<file path="config.mk">
export PLATFORM = sky130hd
export DESIGN_NAME = igs_irq_gpio
export DESIGN_NICKNAME = d
export VERILOG_FILES = /design/src/hw/igs_pkg.sv /design/src/hw/igs_irq_gpio.sv
export SDC_FILE = /design/constraint.sdc
export NUM_CORES = 1
export LEC_CHECK = 0
export BUFFER_PORTS_ARGS = -buffer_cell sky130_fd_sc_hd__buf_4
export CAP_MARGIN = 25
export CORE_ASPECT_RATIO = 0.8
export CORE_UTILIZATION = 29
export DETAILED_ROUTE_END_ITERATION = 16
export PLACE_DENSITY = 0.64
export SLEW_MARGIN = 40
export SYNTH_ARGS = -nofsm -noshare
export SYNTH_HDL_FRONTEND = slang
export SYNTH_SLANG_ARGS = --single-unit
</file>
<file path="constraint.sdc">
create_clock -name clk_i -period 1.53 [get_ports clk_i]
set_input_delay 0.153 -clock clk_i [delete_from_list [all_inputs] [get_ports clk_i]]
set_output_delay 0.153 -clock clk_i [all_outputs]
set_load 0.01 [all_outputs]
</file>
<file path="src/hw/igs_pkg.sv">
package igs_pkg;

  // ==========================================================
  // Interrupt vector layout
  // ==========================================================
  localparam int unsigned IRQ_W          = 32;
  localparam int unsigned BIT_RX_READY   = 0;
  localparam int unsigned BIT_RX_DISCARD = 1;
  localparam int unsigned BIT_TX_SENT    = 2;
  localparam int unsigned BIT_MAX_RETX   = 3;
  localparam int unsigned BIT_CRC_ERR    = 4;
  localparam int unsigned BIT_TXF_ERR    = 5;
  localparam int unsigned BIT_RXF_ERR    = 6;
  localparam int unsigned BIT_TXF_AFULL  = 7;
  localparam int unsigned BIT_TXF_AEMPTY = 8;
  localparam int unsigned BIT_RXF_AFULL  = 9;
  localparam int unsigned BIT_RXF_AEMPTY = 10;
  localparam int unsigned BIT_MAX_BACKOFF = 11;
  localparam int unsigned BIT_PREAMBLE   = 12;
  localparam int unsigned BIT_SYNC       = 13;
  localparam int unsigned BIT_CARRIER    = 14;
  localparam int unsigned BIT_WAKEUP     = 15;
  localparam int unsigned BIT_READY      = 16;
  localparam int unsigned BIT_STANDBY    = 17;
  localparam int unsigned BIT_LOW_BATT   = 18;
  localparam int unsigned BIT_POR        = 19;
  localparam int unsigned BIT_BROWNOUT   = 20;
  localparam int unsigned BIT_LOCK       = 21;
  localparam int unsigned BIT_RX_TIMEOUT = 29;
  localparam int unsigned BIT_CRYPTO_END = 30;
  // Bits with an event behind them; the rest read as zero
  localparam logic [31:0] IRQ_IMPL_MASK  = 32'h603f_ffff;
  localparam logic [31:0] IRQ_RESET      = 32'h0000_0000;
  localparam logic [31:0] MASK_RESET     = 32'h0000_0000;

  // ==========================================================
  // Pin function selections
  // ==========================================================
  localparam int unsigned SEL_W = 5;
  localparam logic [4:0] OSEL_IRQ      = 5'h00;
  localparam logic [4:0] OSEL_VDD      = 5'h13;
  localparam logic [4:0] OSEL_GND      = 5'h14;
  localparam logic [4:0] ISEL_TX_CMD   = 5'h00;
  localparam logic [4:0] ISEL_RX_CMD   = 5'h01;
  localparam logic [4:0] ISEL_TX_DATA  = 5'h02;
  localparam logic [4:0] ISEL_WAKEUP   = 5'h03;
  localparam logic [4:0] ISEL_EXT_CLK  = 5'h04;
  localparam logic [4:0] CFG_SEL_RESET = 5'h14;

  // One pin's function configuration
  typedef struct packed {
    logic             drive_out;
    logic [SEL_W-1:0] sel;
  } igs_pin_cfg_t;

  // Internal signals routable to an output pin (selections 1..18 and 21..31)
  typedef struct packed {
    logic rc_cal_wait;
    logic synthesizer_full_en;
    logic vco_cal_wait;
    logic power_settle_wait;
    logic xo_ready_wait;
    logic lock_settle_wait;
    logic lock_detect_wait;
    logic lock_state;
    logic not_sleep_standby;
    logic sleep_standby;
    logic smps_enable;
    logic tx_or_rx;
    logic mcu_clk;
    logic carrier_sense;
    logic sync_det;
    logic preamble_valid;
    logic antenna_sel;
    logic rxf_aempty;
    logic rxf_afull;
    logic to_rx;
    logic rx_clk;
    logic rx_data;
    logic txf_afull;
    logic txf_aempty;
    logic to_tx;
    logic tx_clk;
    logic low_batt;
    logic wut_expired;
    logic por_n;
  } igs_route_t;

  // Decoded pin inputs
  typedef struct packed {
    logic tx_cmd;
    logic rx_cmd;
    logic tx_mod_data;
    logic ext_wakeup;
    logic ext_slow_clk;
  } igs_pin_in_t;

endpackage : igs_pkg

</file>
<file path="src/hw/igs_irq_gpio.sv">
`timescale 1ns/1ps
module igs_irq_gpio #(
  parameter int unsigned NUM_PINS = 4
) (
  // Clock and reset
  input  wire logic                                  clk_i,
  input  wire logic                                  rst_b_i,
  // Event pulses and levels from the engines
  input  wire logic [igs_pkg::IRQ_W-1:0]             event_i,
  input  wire logic                                  wakeup_timer_end_i,
  input  wire logic                                  xo_clk_avail_i,
  input  wire logic                                  ready_state_i,
  input  wire logic                                  xo_settled_signal_i,
  // Status read and mask
  input  wire logic                                  status_rd_i,
  input  wire logic [igs_pkg::IRQ_W-1:0]             irq_mask_i,
  output logic      [igs_pkg::IRQ_W-1:0]             status_o,
  output logic      [igs_pkg::IRQ_W-1:0]             status_rd_data_o,
  output logic                                       irq_request_n_o,
  // Pin function configuration and routed signals
  input  wire igs_pkg::igs_pin_cfg_t [NUM_PINS-1:0]  pin_function_cfg_i,
  input  wire igs_pkg::igs_route_t                   route_i,
  // Pins, three signals each
  input  wire logic [NUM_PINS-1:0]                   pin_in_i,
  output logic      [NUM_PINS-1:0]                   pin_out_o,
  output logic      [NUM_PINS-1:0]                   pin_oe_o,
  // Functions taken from the pins
  output igs_pkg::igs_pin_in_t                       pin_func_o
);

  // ==========================================================
  // Elaboration checks
  // ==========================================================
  // Request and decode fan out to at most eight pins
  if (NUM_PINS < 1 || NUM_PINS > 8)
  begin : g_bad_pins
    $error("NUM_PINS must lie between 1 and 8");
  end

  // The source table and flag masks are written for a 32-bit vector
  if (igs_pkg::IRQ_W != 32)
  begin : g_bad_irq_w
    $error("IRQ_W must be 32");
  end

  // Five selection bits reach every entry of the 32-way table
  if (igs_pkg::SEL_W != 5)
  begin : g_bad_sel_w
    $error("SEL_W must be 5");
  end

  // One routed signal for every selection except 0, 19 and 20
  if ($bits(igs_pkg::igs_route_t) != 29)
  begin : g_bad_route
    $error("Route bundle must carry 29 signals");
  end

  // ==========================================================
  // State
  // ==========================================================
  typedef struct packed {
    logic [igs_pkg::IRQ_W-1:0] status;
    logic [igs_pkg::IRQ_W-1:0] rd_data;
    logic                      wut_pending;
    logic                      ready_seen;
    logic                      irq_active;
    logic [NUM_PINS-1:0]       pin_out;
    logic [NUM_PINS-1:0]       pin_oe;
    igs_pkg::igs_pin_in_t      func;
  } igs_state_t;

  localparam igs_state_t STATE_RESET = '{
    status      : igs_pkg::IRQ_RESET,
    rd_data     : igs_pkg::IRQ_RESET,
    wut_pending : 1'b0,
    ready_seen  : 1'b0,
    irq_active  : 1'b0,
    pin_out     : '0,
    pin_oe      : '0,
    func        : '0
  };

  igs_state_t state;
  igs_state_t next_state;

  logic [igs_pkg::IRQ_W-1:0] set_vec;
  logic [igs_pkg::IRQ_W-1:0] held_vec;
  logic [31:0]               out_src;
  logic                      ready_entry;
  logic                      wut_flag;

  // Per-pin results, one slot a pin
  logic [NUM_PINS-1:0]       pin_drive;
  logic [NUM_PINS-1:0]       pin_value;
  igs_pkg::igs_pin_in_t      pin_fn [NUM_PINS];

  // ==========================================================
  // Event capture
  // ==========================================================
  // Ready entry seen only once the crystal has settled
  assign ready_entry = ready_state_i & xo_settled_signal_i & ~state.ready_seen;

  // Wake-up flag deferred until the crystal clock is up
  // The raw timer end still reaches a pin through selection 2 at once
  assign wut_flag = (state.wut_pending | wakeup_timer_end_i) & xo_clk_avail_i;

  // Engine events mapped bit for bit; 15 and 16 come from local logic
  always_comb
  begin
    // Positions with no event behind them stay zero
    set_vec                          = '0;
    // Packet events
    set_vec[igs_pkg::BIT_RX_READY]    = event_i[igs_pkg::BIT_RX_READY];
    set_vec[igs_pkg::BIT_RX_DISCARD]  = event_i[igs_pkg::BIT_RX_DISCARD];
    set_vec[igs_pkg::BIT_TX_SENT]     = event_i[igs_pkg::BIT_TX_SENT];
    set_vec[igs_pkg::BIT_MAX_RETX]    = event_i[igs_pkg::BIT_MAX_RETX];
    set_vec[igs_pkg::BIT_CRC_ERR]     = event_i[igs_pkg::BIT_CRC_ERR];
    // FIFO errors and levels
    set_vec[igs_pkg::BIT_TXF_ERR]     = event_i[igs_pkg::BIT_TXF_ERR];
    set_vec[igs_pkg::BIT_RXF_ERR]     = event_i[igs_pkg::BIT_RXF_ERR];
    set_vec[igs_pkg::BIT_TXF_AFULL]   = event_i[igs_pkg::BIT_TXF_AFULL];
    set_vec[igs_pkg::BIT_TXF_AEMPTY]  = event_i[igs_pkg::BIT_TXF_AEMPTY];
    set_vec[igs_pkg::BIT_RXF_AFULL]   = event_i[igs_pkg::BIT_RXF_AFULL];
    set_vec[igs_pkg::BIT_RXF_AEMPTY]  = event_i[igs_pkg::BIT_RXF_AEMPTY];
    // Channel access
    set_vec[igs_pkg::BIT_MAX_BACKOFF] = event_i[igs_pkg::BIT_MAX_BACKOFF];
    // Signal quality
    set_vec[igs_pkg::BIT_PREAMBLE]    = event_i[igs_pkg::BIT_PREAMBLE];
    set_vec[igs_pkg::BIT_SYNC]        = event_i[igs_pkg::BIT_SYNC];
    set_vec[igs_pkg::BIT_CARRIER]     = event_i[igs_pkg::BIT_CARRIER];
    // Device status; wake-up and ready have their own capture
    set_vec[igs_pkg::BIT_WAKEUP]      = wut_flag;
    set_vec[igs_pkg::BIT_READY]       = ready_entry;
    set_vec[igs_pkg::BIT_STANDBY]     = event_i[igs_pkg::BIT_STANDBY];
    set_vec[igs_pkg::BIT_LOW_BATT]    = event_i[igs_pkg::BIT_LOW_BATT];
    set_vec[igs_pkg::BIT_POR]         = event_i[igs_pkg::BIT_POR];
    set_vec[igs_pkg::BIT_BROWNOUT]    = event_i[igs_pkg::BIT_BROWNOUT];
    set_vec[igs_pkg::BIT_LOCK]        = event_i[igs_pkg::BIT_LOCK];
    // Timer and crypto
    set_vec[igs_pkg::BIT_RX_TIMEOUT]  = event_i[igs_pkg::BIT_RX_TIMEOUT];
    set_vec[igs_pkg::BIT_CRYPTO_END]  = event_i[igs_pkg::BIT_CRYPTO_END];
  end

  // Flags stay set until a read; a new event in the read cycle survives
  assign held_vec = status_rd_i ? '0 : state.status;

  // ==========================================================
  // Output source table, index is the selection code
  // ==========================================================
  // Request is registered, so a pin lags the flag by one cycle
  always_comb
  begin
    out_src     = '0;
    out_src[igs_pkg::OSEL_IRQ] = ~state.irq_active;
    // Power, timer and transmit path
    out_src[1]  = route_i.por_n;
    out_src[2]  = route_i.wut_expired;
    out_src[3]  = route_i.low_batt;
    out_src[4]  = route_i.tx_clk;
    out_src[5]  = route_i.to_tx;
    // FIFO levels and receive path
    out_src[6]  = route_i.txf_aempty;
    out_src[7]  = route_i.txf_afull;
    out_src[8]  = route_i.rx_data;
    out_src[9]  = route_i.rx_clk;
    out_src[10] = route_i.to_rx;
    out_src[11] = route_i.rxf_afull;
    out_src[12] = route_i.rxf_aempty;
    // Link quality, clocks and front end
    out_src[13] = route_i.antenna_sel;
    out_src[14] = route_i.preamble_valid;
    out_src[15] = route_i.sync_det;
    out_src[16] = route_i.carrier_sense;
    out_src[17] = route_i.mcu_clk;
    out_src[18] = route_i.tx_or_rx;
    // Fixed levels for software-driven pins
    out_src[igs_pkg::OSEL_VDD] = 1'b1;
    out_src[igs_pkg::OSEL_GND] = 1'b0;
    // Power state indicators
    out_src[21] = route_i.smps_enable;
    out_src[22] = route_i.sleep_standby;
    out_src[23] = route_i.not_sleep_standby;
    // Sequencer conditions
    out_src[24] = route_i.lock_state;
    out_src[25] = route_i.lock_detect_wait;
    out_src[26] = route_i.lock_settle_wait;
    out_src[27] = route_i.xo_ready_wait;
    out_src[28] = route_i.power_settle_wait;
    out_src[29] = route_i.vco_cal_wait;
    out_src[30] = route_i.synthesizer_full_en;
    out_src[31] = route_i.rc_cal_wait;
  end

  // ==========================================================
  // Per-pin decode
  // ==========================================================
  // Each pin sees only its own configuration
  for (genvar p = 0; p < NUM_PINS; p++)
  begin : g_pin
    // Direction and level straight from the pin's own setting
    assign pin_drive[p] = pin_function_cfg_i[p].drive_out;
    assign pin_value[p] = pin_function_cfg_i[p].drive_out & out_src[pin_function_cfg_i[p].sel];

    // Input function; an output pin feeds none, so no loop back
    always_comb
    begin
      pin_fn[p] = '0;
      if (!pin_function_cfg_i[p].drive_out)
      begin
        case (pin_function_cfg_i[p].sel)
          igs_pkg::ISEL_TX_CMD:  pin_fn[p].tx_cmd       = pin_in_i[p];
          igs_pkg::ISEL_RX_CMD:  pin_fn[p].rx_cmd       = pin_in_i[p];
          igs_pkg::ISEL_TX_DATA: pin_fn[p].tx_mod_data  = pin_in_i[p];
          igs_pkg::ISEL_WAKEUP:  pin_fn[p].ext_wakeup   = pin_in_i[p];
          igs_pkg::ISEL_EXT_CLK: pin_fn[p].ext_slow_clk = pin_in_i[p];
          // Selections 5 and up are accepted and ignored
          default:               pin_fn[p]              = '0;
        endcase
      end
    end
  end

  // ==========================================================
  // Next state
  // ==========================================================
  // Whole next state built here, registered below
  always_comb
  begin
    next_state = state;

    // Set wins over the read clear
    // so an event in the read cycle is never lost
    next_state.status = held_vec | set_vec;
    next_state.rd_data = status_rd_i ? state.status : state.rd_data;

    // Timer end remembered until the crystal clock comes up
    next_state.wut_pending = (state.wut_pending | wakeup_timer_end_i) & ~xo_clk_avail_i;
    next_state.ready_seen = ready_state_i & xo_settled_signal_i;

    // Combined request from unmasked flags after this cycle
    // A late enable still raises the request for a held flag
    next_state.irq_active = |(next_state.status & irq_mask_i);

    // Pin results gathered; one input selection on two pins is ORed
    next_state.pin_oe  = pin_drive;
    next_state.pin_out = pin_value;
    next_state.func    = '0;
    for (int p = 0; p < NUM_PINS; p++)
    begin
      next_state.func = igs_pkg::igs_pin_in_t'(next_state.func | pin_fn[p]);
    end
  end

  // ==========================================================
  // Register
  // ==========================================================
  // One register for the whole state; reset clears every flag
  always_ff @(posedge clk_i or negedge rst_b_i)
  begin
    if (!rst_b_i)
    begin
      state <= STATE_RESET;
    end
    else
    begin
      state <= next_state;
    end
  end

  // ==========================================================
  // Outputs
  // ==========================================================
  // Every output comes straight from a flip-flop, the request through an inverter
  assign status_o         = state.status;
  assign status_rd_data_o = state.rd_data;
  assign irq_request_n_o  = ~state.irq_active;
  assign pin_out_o        = state.pin_out;
  assign pin_oe_o         = state.pin_oe;
  assign pin_func_o       = state.func;

endmodule : igs_irq_gpio

</file>
==> results of run 1 <==
==> metal layers <==
layer  up-vias  share of wire (%)  global-route usage (%)
met5         -                  0                       0
met4         0                1.6                    5.79
met3        20                8.0                    4.79
met2       186                 48                    26.2
met1      1922                 43                    21.0
li1       1833                  -                       -
==> final timing paths <==
kind | startpoint | end | slack (ns) | depth (start not counted)
worst max-delay path | state[13] | pin_out_o[0] | -0.06 | 5
max in group asynchronous | rst_b_i | pin_oe_o[2] | 0.67 | 3
min in group asynchronous | rst_b_i | status_rd_data_o[23] | 0.30 | 2
worst min register to register | status_rd_data_o[25] | status_rd_data_o[25] | 0.51 | 1
worst min-delay path | event_i[20] | status_o[20] | 0.02 | 2
worst max register to register | state[13] | pin_out_o[0] | -0.06 | 5
==> cell usage after synthesis (4+ instances only) <==
cell	number
nor4b_1	4
a22o_1	4
mux2i_1	7
nor3b_1	4
a21oi_1	8
mux4_2	18
nand2_1	13
mux4_1	6
o21ai_0	12
nor2b_1	26
a31oi_1	4
buf_4	78
clkbuf_1	4
dfrtp_1	80
a21o_1	6
or2_2	12
mux2_2	38
nor2_1	10
o2111ai_1	4
inv_1	15
nand3_1	7
a22oi_1	5
buf_2	9
==> sequential cells by signal (all words and copies together), names as in the netlist <==
register and flops:
pin_func_o 5, pin_out_o 4, state 3, status_rd_data_o 32, status_o 32, pin_oe_o 4
==> cells by family (layout without fill, tap and decap cells) <==
logic type / count (synthesis) / after routing
DFF: 80 / 80
muxes: 69 / 69
AOI/OAI and AO/OA: 67 / 67
and+or+nand+nor: 93 / 93
buffers and inverters: 111 / 309
==> per-stage QoR <==
stage,total power [mW],utilization [%],setup TNS (ns)
3_5_place_dp,3.66,39.9,-0.897
4_1_cts,5.97,42.8,-0.298
2_1_floorplan,3.07,-,0
3_3_place_gp,3.63,39.9,-1.25
5_1_grt,6.19,43.5,-0.421
6_report,5.93,43.5,-0.121
==> layout by cell type, fill, tap and decap left out, types with 10 or more instances in the layout <==
cell type	Yosys	layout
buf_4	78	262
dfrtp_1	80	80
mux2_2	38	38
nor2b_1	26	22
mux4_2	18	20
inv_1	15	14
dlygate4sd3_1	0	14
nand2_1	13	13
or2_2	12	12
nor2_1	10	10
==> critical path, delay by kind of cell, from the launching register on <==
| family | cells | cell delay (ns) |
|---|---|---|
| DFF | 1 | 0.40 |
| and+or+nand+nor | 1 | 0.31 |
| AOI/OAI and AO/OA | 2 | 0.20 |
| muxes | 1 | 0.48 |
| buffers and inverters | 1 | 0.08 |
==> power by group <==
group / switching (mW) / total, mW / leakage (nW) / internal [mW]
Sequential: 0.0804 / 2.34 / 0.948 / 2.26
Combinational: 0.577 / 1.37 / 2.14 / 0.793
Clock: 0.904 / 2.22 / 0.143 / 1.32
==> timing repair <==
action	CTS	global route
hold buffers	14	0
setup buffers	0	4
setup endpoints to repair	5	6
pin swaps	7	9
hold endpoints to repair	44	0
resized for setup	10	23
==> final cells by class <==
cell class / count / area (um^2) / share of cell area, %
Timing Repair Buffer: 278 / 2150 / 30.8
Inverter: 15 / 56.3 / 0.808
Sequential cell: 80 / 2000 / 28.7
Multi-Input combinational cell: 229 / 2190 / 31.4
Clock buffer: 11 / 243 / 3.48
Clock inverter: 5 / 62.6 / 0.898
Tap cell: 215 / 269 / 3.86
==> metrics.md, run 1 <==
| Metric | Value |
|---|---|
| N_diodes | 0 |
| Filler cell count | 1542 |
| Share of layout cells above drive strength 1 | 59.1% |
| Leakage | 3.23 nW |
| Global Route Usage Sum | 16.4% |
| CTS buffer count | 9 |
| Clk sinks | 80 |
| Core Area | 16000 um^2 |
| Max transition margin | 66.3% |
| Chip height | 117 um |
| Worst hold slack | 0.0221 ns |
| Violated checks | negative setup slack |
| Crit-path cells | inv_2 > mux4_2 > or3_1 > a31oi_1 > a211oi_1 |
| Post-synth EDFFs | 0 |
| VDD IR max | 0.464 mV |
| CP startpoint kind | flop |
| Arr. time, crit path | 1.82 ns |
| Synth cell types | 51 |
| Unrepaired setup endpoints after global routing | true |
| Worst skew pair latency | 0.34 ns |
| Synth area leaders | dfrtp_1 42%, buf_4 12%, mux2_2 8.9% |
| Max incr delay on CP | 0.48 ns |
| Final nets | 741 |
| Vias in the first global route | 4236 |
| Root Driver | clkbuf_16 |
| Async set or reset register ratio after synthesis | 100% |
| Post-synth top flop | dfrtp_1 |
| DRC | 0 |
| Post-DR wirelength/cell | 16.6 um |
| Port Buffers | 195 |
| Placed cell area | 6380 um^2 |
| Main combinational cell family by area after synthesis | multiplexers |
| Warnings from Yosys | 0 |
| Status | complete, but fails checks |
| Post-route design area | 6970 um^2 |
| Std cell rows | 41 |
| RD Place Congestion | 0.922 |
| Drt pass-1 iters | 4 |
| Minimum clock period | 1.59 ns |
| Power Density | 851 nW/um^2 |
| Worst-path fanout max | 4 |
| Worst Hold Class | in2reg |
| Syn Area/Cell | 11.5 um^2 |
| Mux cell area share after synthesis | 22.0% |
| Yosys top cell by area | dfrtp_1 |
| Number of vias in the routed layout | 3961 |
| Initial antenna violation count | 0 |
| Clock buffer depth | 2 |
| Setup CP Type | reg2reg |
| Syn_nets | 548 |
| 1st-iter DRT viols | 169 |
| Layout Cells excl Fill | 833 |
| Skew final | 0.00777 ns |
| Max_cap viols | 0 |
| Hpwl dp | 10.8 mm |
| Slowest CP cell | mux4_2 |
| Die X-Extent | 146 um |
| Setup WS pre-CTS | -0.241 ns |
| Req. time, crit path | 1.76 ns |
| Critical Path End Type | flop |
| Post-Synth Adder-Cell Area | 0% |
| Post-synthesis compound-gate area fraction | 9.96% |
| Fmax | 628 MHz |
| Largest net degree at the start of global routing | 37 |
| # IOs | 206 |
| Yosys reg bits | 80 |
| First-pass GRT wire length | 21.9 mm |
| Synth Area in Simple Gates | 11.1% |
| Final Hold Viols | 0 |
| Final setup viols | 3 |
| Total congestion overflow | 0 |
| Starting density of the core | 30.1% |
| CTS tree | done |
| Final Max Tran Viols | 0 |
| Top cell type's share of synthesized area | 41.5% |
| DR vias/cell | 4.76 |
| Synth Area in XOR/XNOR | 0% |
| Area grow syn2layout | 44.4% |
| H-tree depth | 3 |
| Antenna Nets Post-Route | 0 |
| Synth Cell Area | 4820 um^2 |
| Post-synthesis sequential area ratio | 41.5% |
| Clock slew at reported path FFs | 0.07 ns |
| Area of the die | 17200 um^2 |
| Slew @ Worst Pin | 0.499 ns |
| Fin worst setup slack | -0.0624 ns |
| Synth Instances | 420 |
| Post-Route WL | 13.8 mm |
| DP Cell Count | 799 |
| Tcrit/Tclk final | 104% |
No activity file was read; power rests on OpenSTA's default activity.
==> run 2: changes to the inputs <==
--- a/config.mk
+++ b/config.mk
@@ -10,7 +10,6 @@
 export CORE_ASPECT_RATIO = 0.8
 export CORE_UTILIZATION = 29
 export DETAILED_ROUTE_END_ITERATION = 16
-export PLACE_DENSITY = 0.64
 export SLEW_MARGIN = 40
 export SYNTH_ARGS = -nofsm -noshare
 export SYNTH_HDL_FRONTEND = slang
==> metrics.md, run 2 (synthesis gave the netlist of run 1 again) <==
| Metric | Value |
|---|---|
| Max_cap viols | 0 (unchanged) |
| Combinational fraction of design power | 22.6% (was 23.1%) |
| DR top layer | met4 (unchanged) |
| Placed cell area | 6300 um^2 (was 6380 um^2) |
| Area of the die | 17200 um^2 (unchanged) |
| Fmax | 668 MHz (was 628 MHz) |
| CTS buffer count | 9 (unchanged) |
| Total congestion overflow | 0 (unchanged) |
| CP startpoint kind | flop (unchanged) |
| First-pass GRT wire length | 22.0 mm (was 21.9 mm) |
| Power Density | 860 nW/um^2 (was 851 nW/um^2) |
| DRC | 0 (unchanged) |
| Leakage | 3.17 nW (was 3.23 nW) |
| 1st-iter DRT viols | 151 (was 169) |
| Critical path depth | 6 (was 5) |
| DR WL met3 | 869 um (was 1.10 mm) |
| Slowest CP cell | dfrtp_1 (was mux4_2) |
| Final setup viols | 0 (was 3) |
| Unrepaired setup endpoints after global routing | true (unchanged) |
| Worst r2r path cells | 6 (was 5) |
| Crit-path cells | nor2b_4 > o21ai_2 > o2111ai_2 > nor4_2 > buf_4 > nand3_2 (was inv_2 > mux4_2 > or3_1 > a31oi_1 > a211oi_1) |
| Post-route design area | 6860 um^2 (was 6970 um^2) |
| Global Route Usage Sum | 16.4% (about the same) |
| CTS tree | done (unchanged) |
| RD Place Congestion | 0.910 (was 0.922) |
| Met2 routed WL | 6.57 mm (was 6.56 mm) |
| Setup TNS Final | 0 ns (was -0.121 ns) |
| Drt pass-1 iters | 4 (unchanged) |
| Post-DR wirelength/cell | 16.9 um (was 16.6 um) |
| Hold Path Cell Cnt | 2 (unchanged) |
| Tcrit/Tclk final | 97.9% (was 104%) |
| Req. time, crit path | 1.74 ns (was 1.76 ns) |
| Final Hold Viols | 0 (unchanged) |
| Hpwl dp | 10.9 mm (was 10.8 mm) |
| Int Pwr | 4.31 mW (was 4.37 mW) |
| Most common cell after layout, fill and taps aside | buf_4 (unchanged) |
| Setup WS pre-CTS | -0.296 ns (was -0.241 ns) |
| Max incr delay on CP | 0.38 ns (was 0.48 ns) |
| VDD IR max | 0.438 mV (was 0.464 mV) |
| Chip height | 117 um (unchanged) |
| Initial antenna violation count | 0 (unchanged) |
| Critical Path End Type | flop (unchanged) |
| Minimum clock period | 1.50 ns (was 1.59 ns) |
| P_sw | 1.59 mW (was 1.56 mW) |
| Clock power share | 37.8% (was 37.5%) |
| Clock buffer depth | 2 (unchanged) |
| Commonest non-fill, non-tap cells in the layout | 250 x buf_4, 80 x dfrtp_1, 38 x mux2_2, 22 x nor2b_1, 20 x mux4_2 (was 262 x buf_4, 80 x dfrtp_1, 38 x mux2_2, 22 x nor2b_1, 20 x mux4_2) |
| Largest net degree at the start of global routing | 31 (was 37) |
| H-tree depth | 3 (unchanged) |
| Share of layout cells above drive strength 1 | 58.5% (was 59.1%) |
| Setup CP Type | reg2reg (unchanged) |
| Fin worst setup slack | 0.0323 ns (was -0.0624 ns) |
| Root Driver | clkbuf_16 (unchanged) |
| N_diodes | 0 (unchanged) |
| Final Max Tran Viols | 0 (unchanged) |
| Vias in the first global route | 4161 (was 4236) |
| Port Buffers | 195 (unchanged) |
| Skew final | 0.00798 ns (was 0.00777 ns) |
| Worst Path Buf+Inv | 1 (unchanged) |
| Worst-path fanout max | 2 (was 4) |
| DR vias/cell | 4.76 (about the same) |
| Die X-Extent | 146 um (unchanged) |
| Clk sinks | 80 (unchanged) |
| # IOs | 206 (unchanged) |
| Std cell rows | 41 (unchanged) |
| Arr. time, crit path | 1.71 ns (was 1.82 ns) |
| Final nets | 728 (was 741) |
| Area of the multi-input gates | 2180 um^2 (was 2190 um^2) |
| Area grow syn2layout | 42.1% (was 44.4%) |
| Filler cell count | 1534 (was 1542) |
| Worst skew pair latency | 0.34 ns (about the same) |
| Slew @ Worst Pin | 0.529 ns (was 0.499 ns) |
| Post-Route WL | 13.9 mm (was 13.8 mm) |
| Seq pwr share | 39.6% (was 39.4%) |
| Core Area | 16000 um^2 (unchanged) |
| Max transition margin | 64.3% (was 66.3%) |
| Status | finished clean (was complete, but fails checks) |
| CP delay by family, top | simple AND/OR/NAND/NOR gates (was multiplexers) |
| Worst Hold Class | in2reg (unchanged) |
| Sequential cell area | 2000 um^2 (unchanged) |
| Clock slew at reported path FFs | 0.07 ns (about the same) |
| Antenna Nets Post-Route | 0 (unchanged) |
| DRT met1 WL | 6.17 mm (was 5.91 mm) |
| Starting density of the core | 30.1% (unchanged) |
| Number of vias in the routed layout | 3902 (was 3961) |
| Final Power | 5.90 mW (was 5.93 mW) |
| Sw frac | 27.0% (was 26.3%) |
## run 2: cell count changes in the layout (fill, tap and decap cells not counted), sizes merged
cell,before,now
clkbuf,11,9
buf,264,252
clkinv,0,2
clkinvlp,2,0
dlygate4sd3,14,13
inv,17,19
## run 2: metal layers
metal / global-route usage (%) / up-vias
met4: 5.92 / 0
met1: 21.4 / 1905
met3: 3.97 / 17
li1: - / 1819
met5: 0 / -
met2: 26.3 / 161
## run 2: area by class of cell
cell class                 count  area share, %
inverter                      15          0.821
sequential                    80           29.2
tap                          215           3.92
clock buffer                   9           3.29
timing repair buffer         265           29.9
multi-input combinational    229           31.8
clock inverter                 7           1.13
## run 2: timing repair
item | CTS | global route
setup buffers | 0 | 3
pin swaps | 7 | 9
hold buffers | 13 | 0
gates resized for setup | 11 | 22
hold endpoints to repair | 35 | 0
setup endpoints to repair | 4 | 8
## run 2: path summary, 6_finish.rpt
kind | startpoint | to | slack [ns]
worst max register to register | status_o[3] | state[13] | 0.03
worst max-delay path | status_o[3] | state[13] | 0.03
worst min-delay path | event_i[8] | status_o[8] | 0.02
min in group asynchronous | rst_b_i | pin_out_o[0] | 0.28
max in group asynchronous | rst_b_i | status_rd_data_o[7] | 0.71
worst min register to register | state[15] | state[15] | 0.48
## run 2: power by group through the flow
stage	logic, mW	clock network [mW]	registers (mW)
5_1_grt	1.43	2.39	2.35
2_1_floorplan	0.718	0	2.35
6_report	1.33	2.23	2.34
3_3_place_gp	1.24	0	2.37
4_1_cts	1.30	2.32	2.34
3_5_place_dp	1.26	0	2.38
## run 2: worst reg2reg max path, stage by stage (launching register included)
cell and delay (ns):
dfrtp_1 0.38, nor2b_4 0.13, o21ai_2 0.16, o2111ai_2 0.15, nor4_2 0.31, buf_4 0.18, nand3_2 0.07
## run 2: stage by stage
stage	cells	hold WS [ns]	util (%)
2_1_floorplan	420	-0.143	-
3_3_place_gp	788	0.0998	39.4
3_5_place_dp	788	0.109	39.4
4_1_cts	817	0.000400	42.1
5_1_grt	820	0.00648	42.8
6_report	820	0.0245	42.8
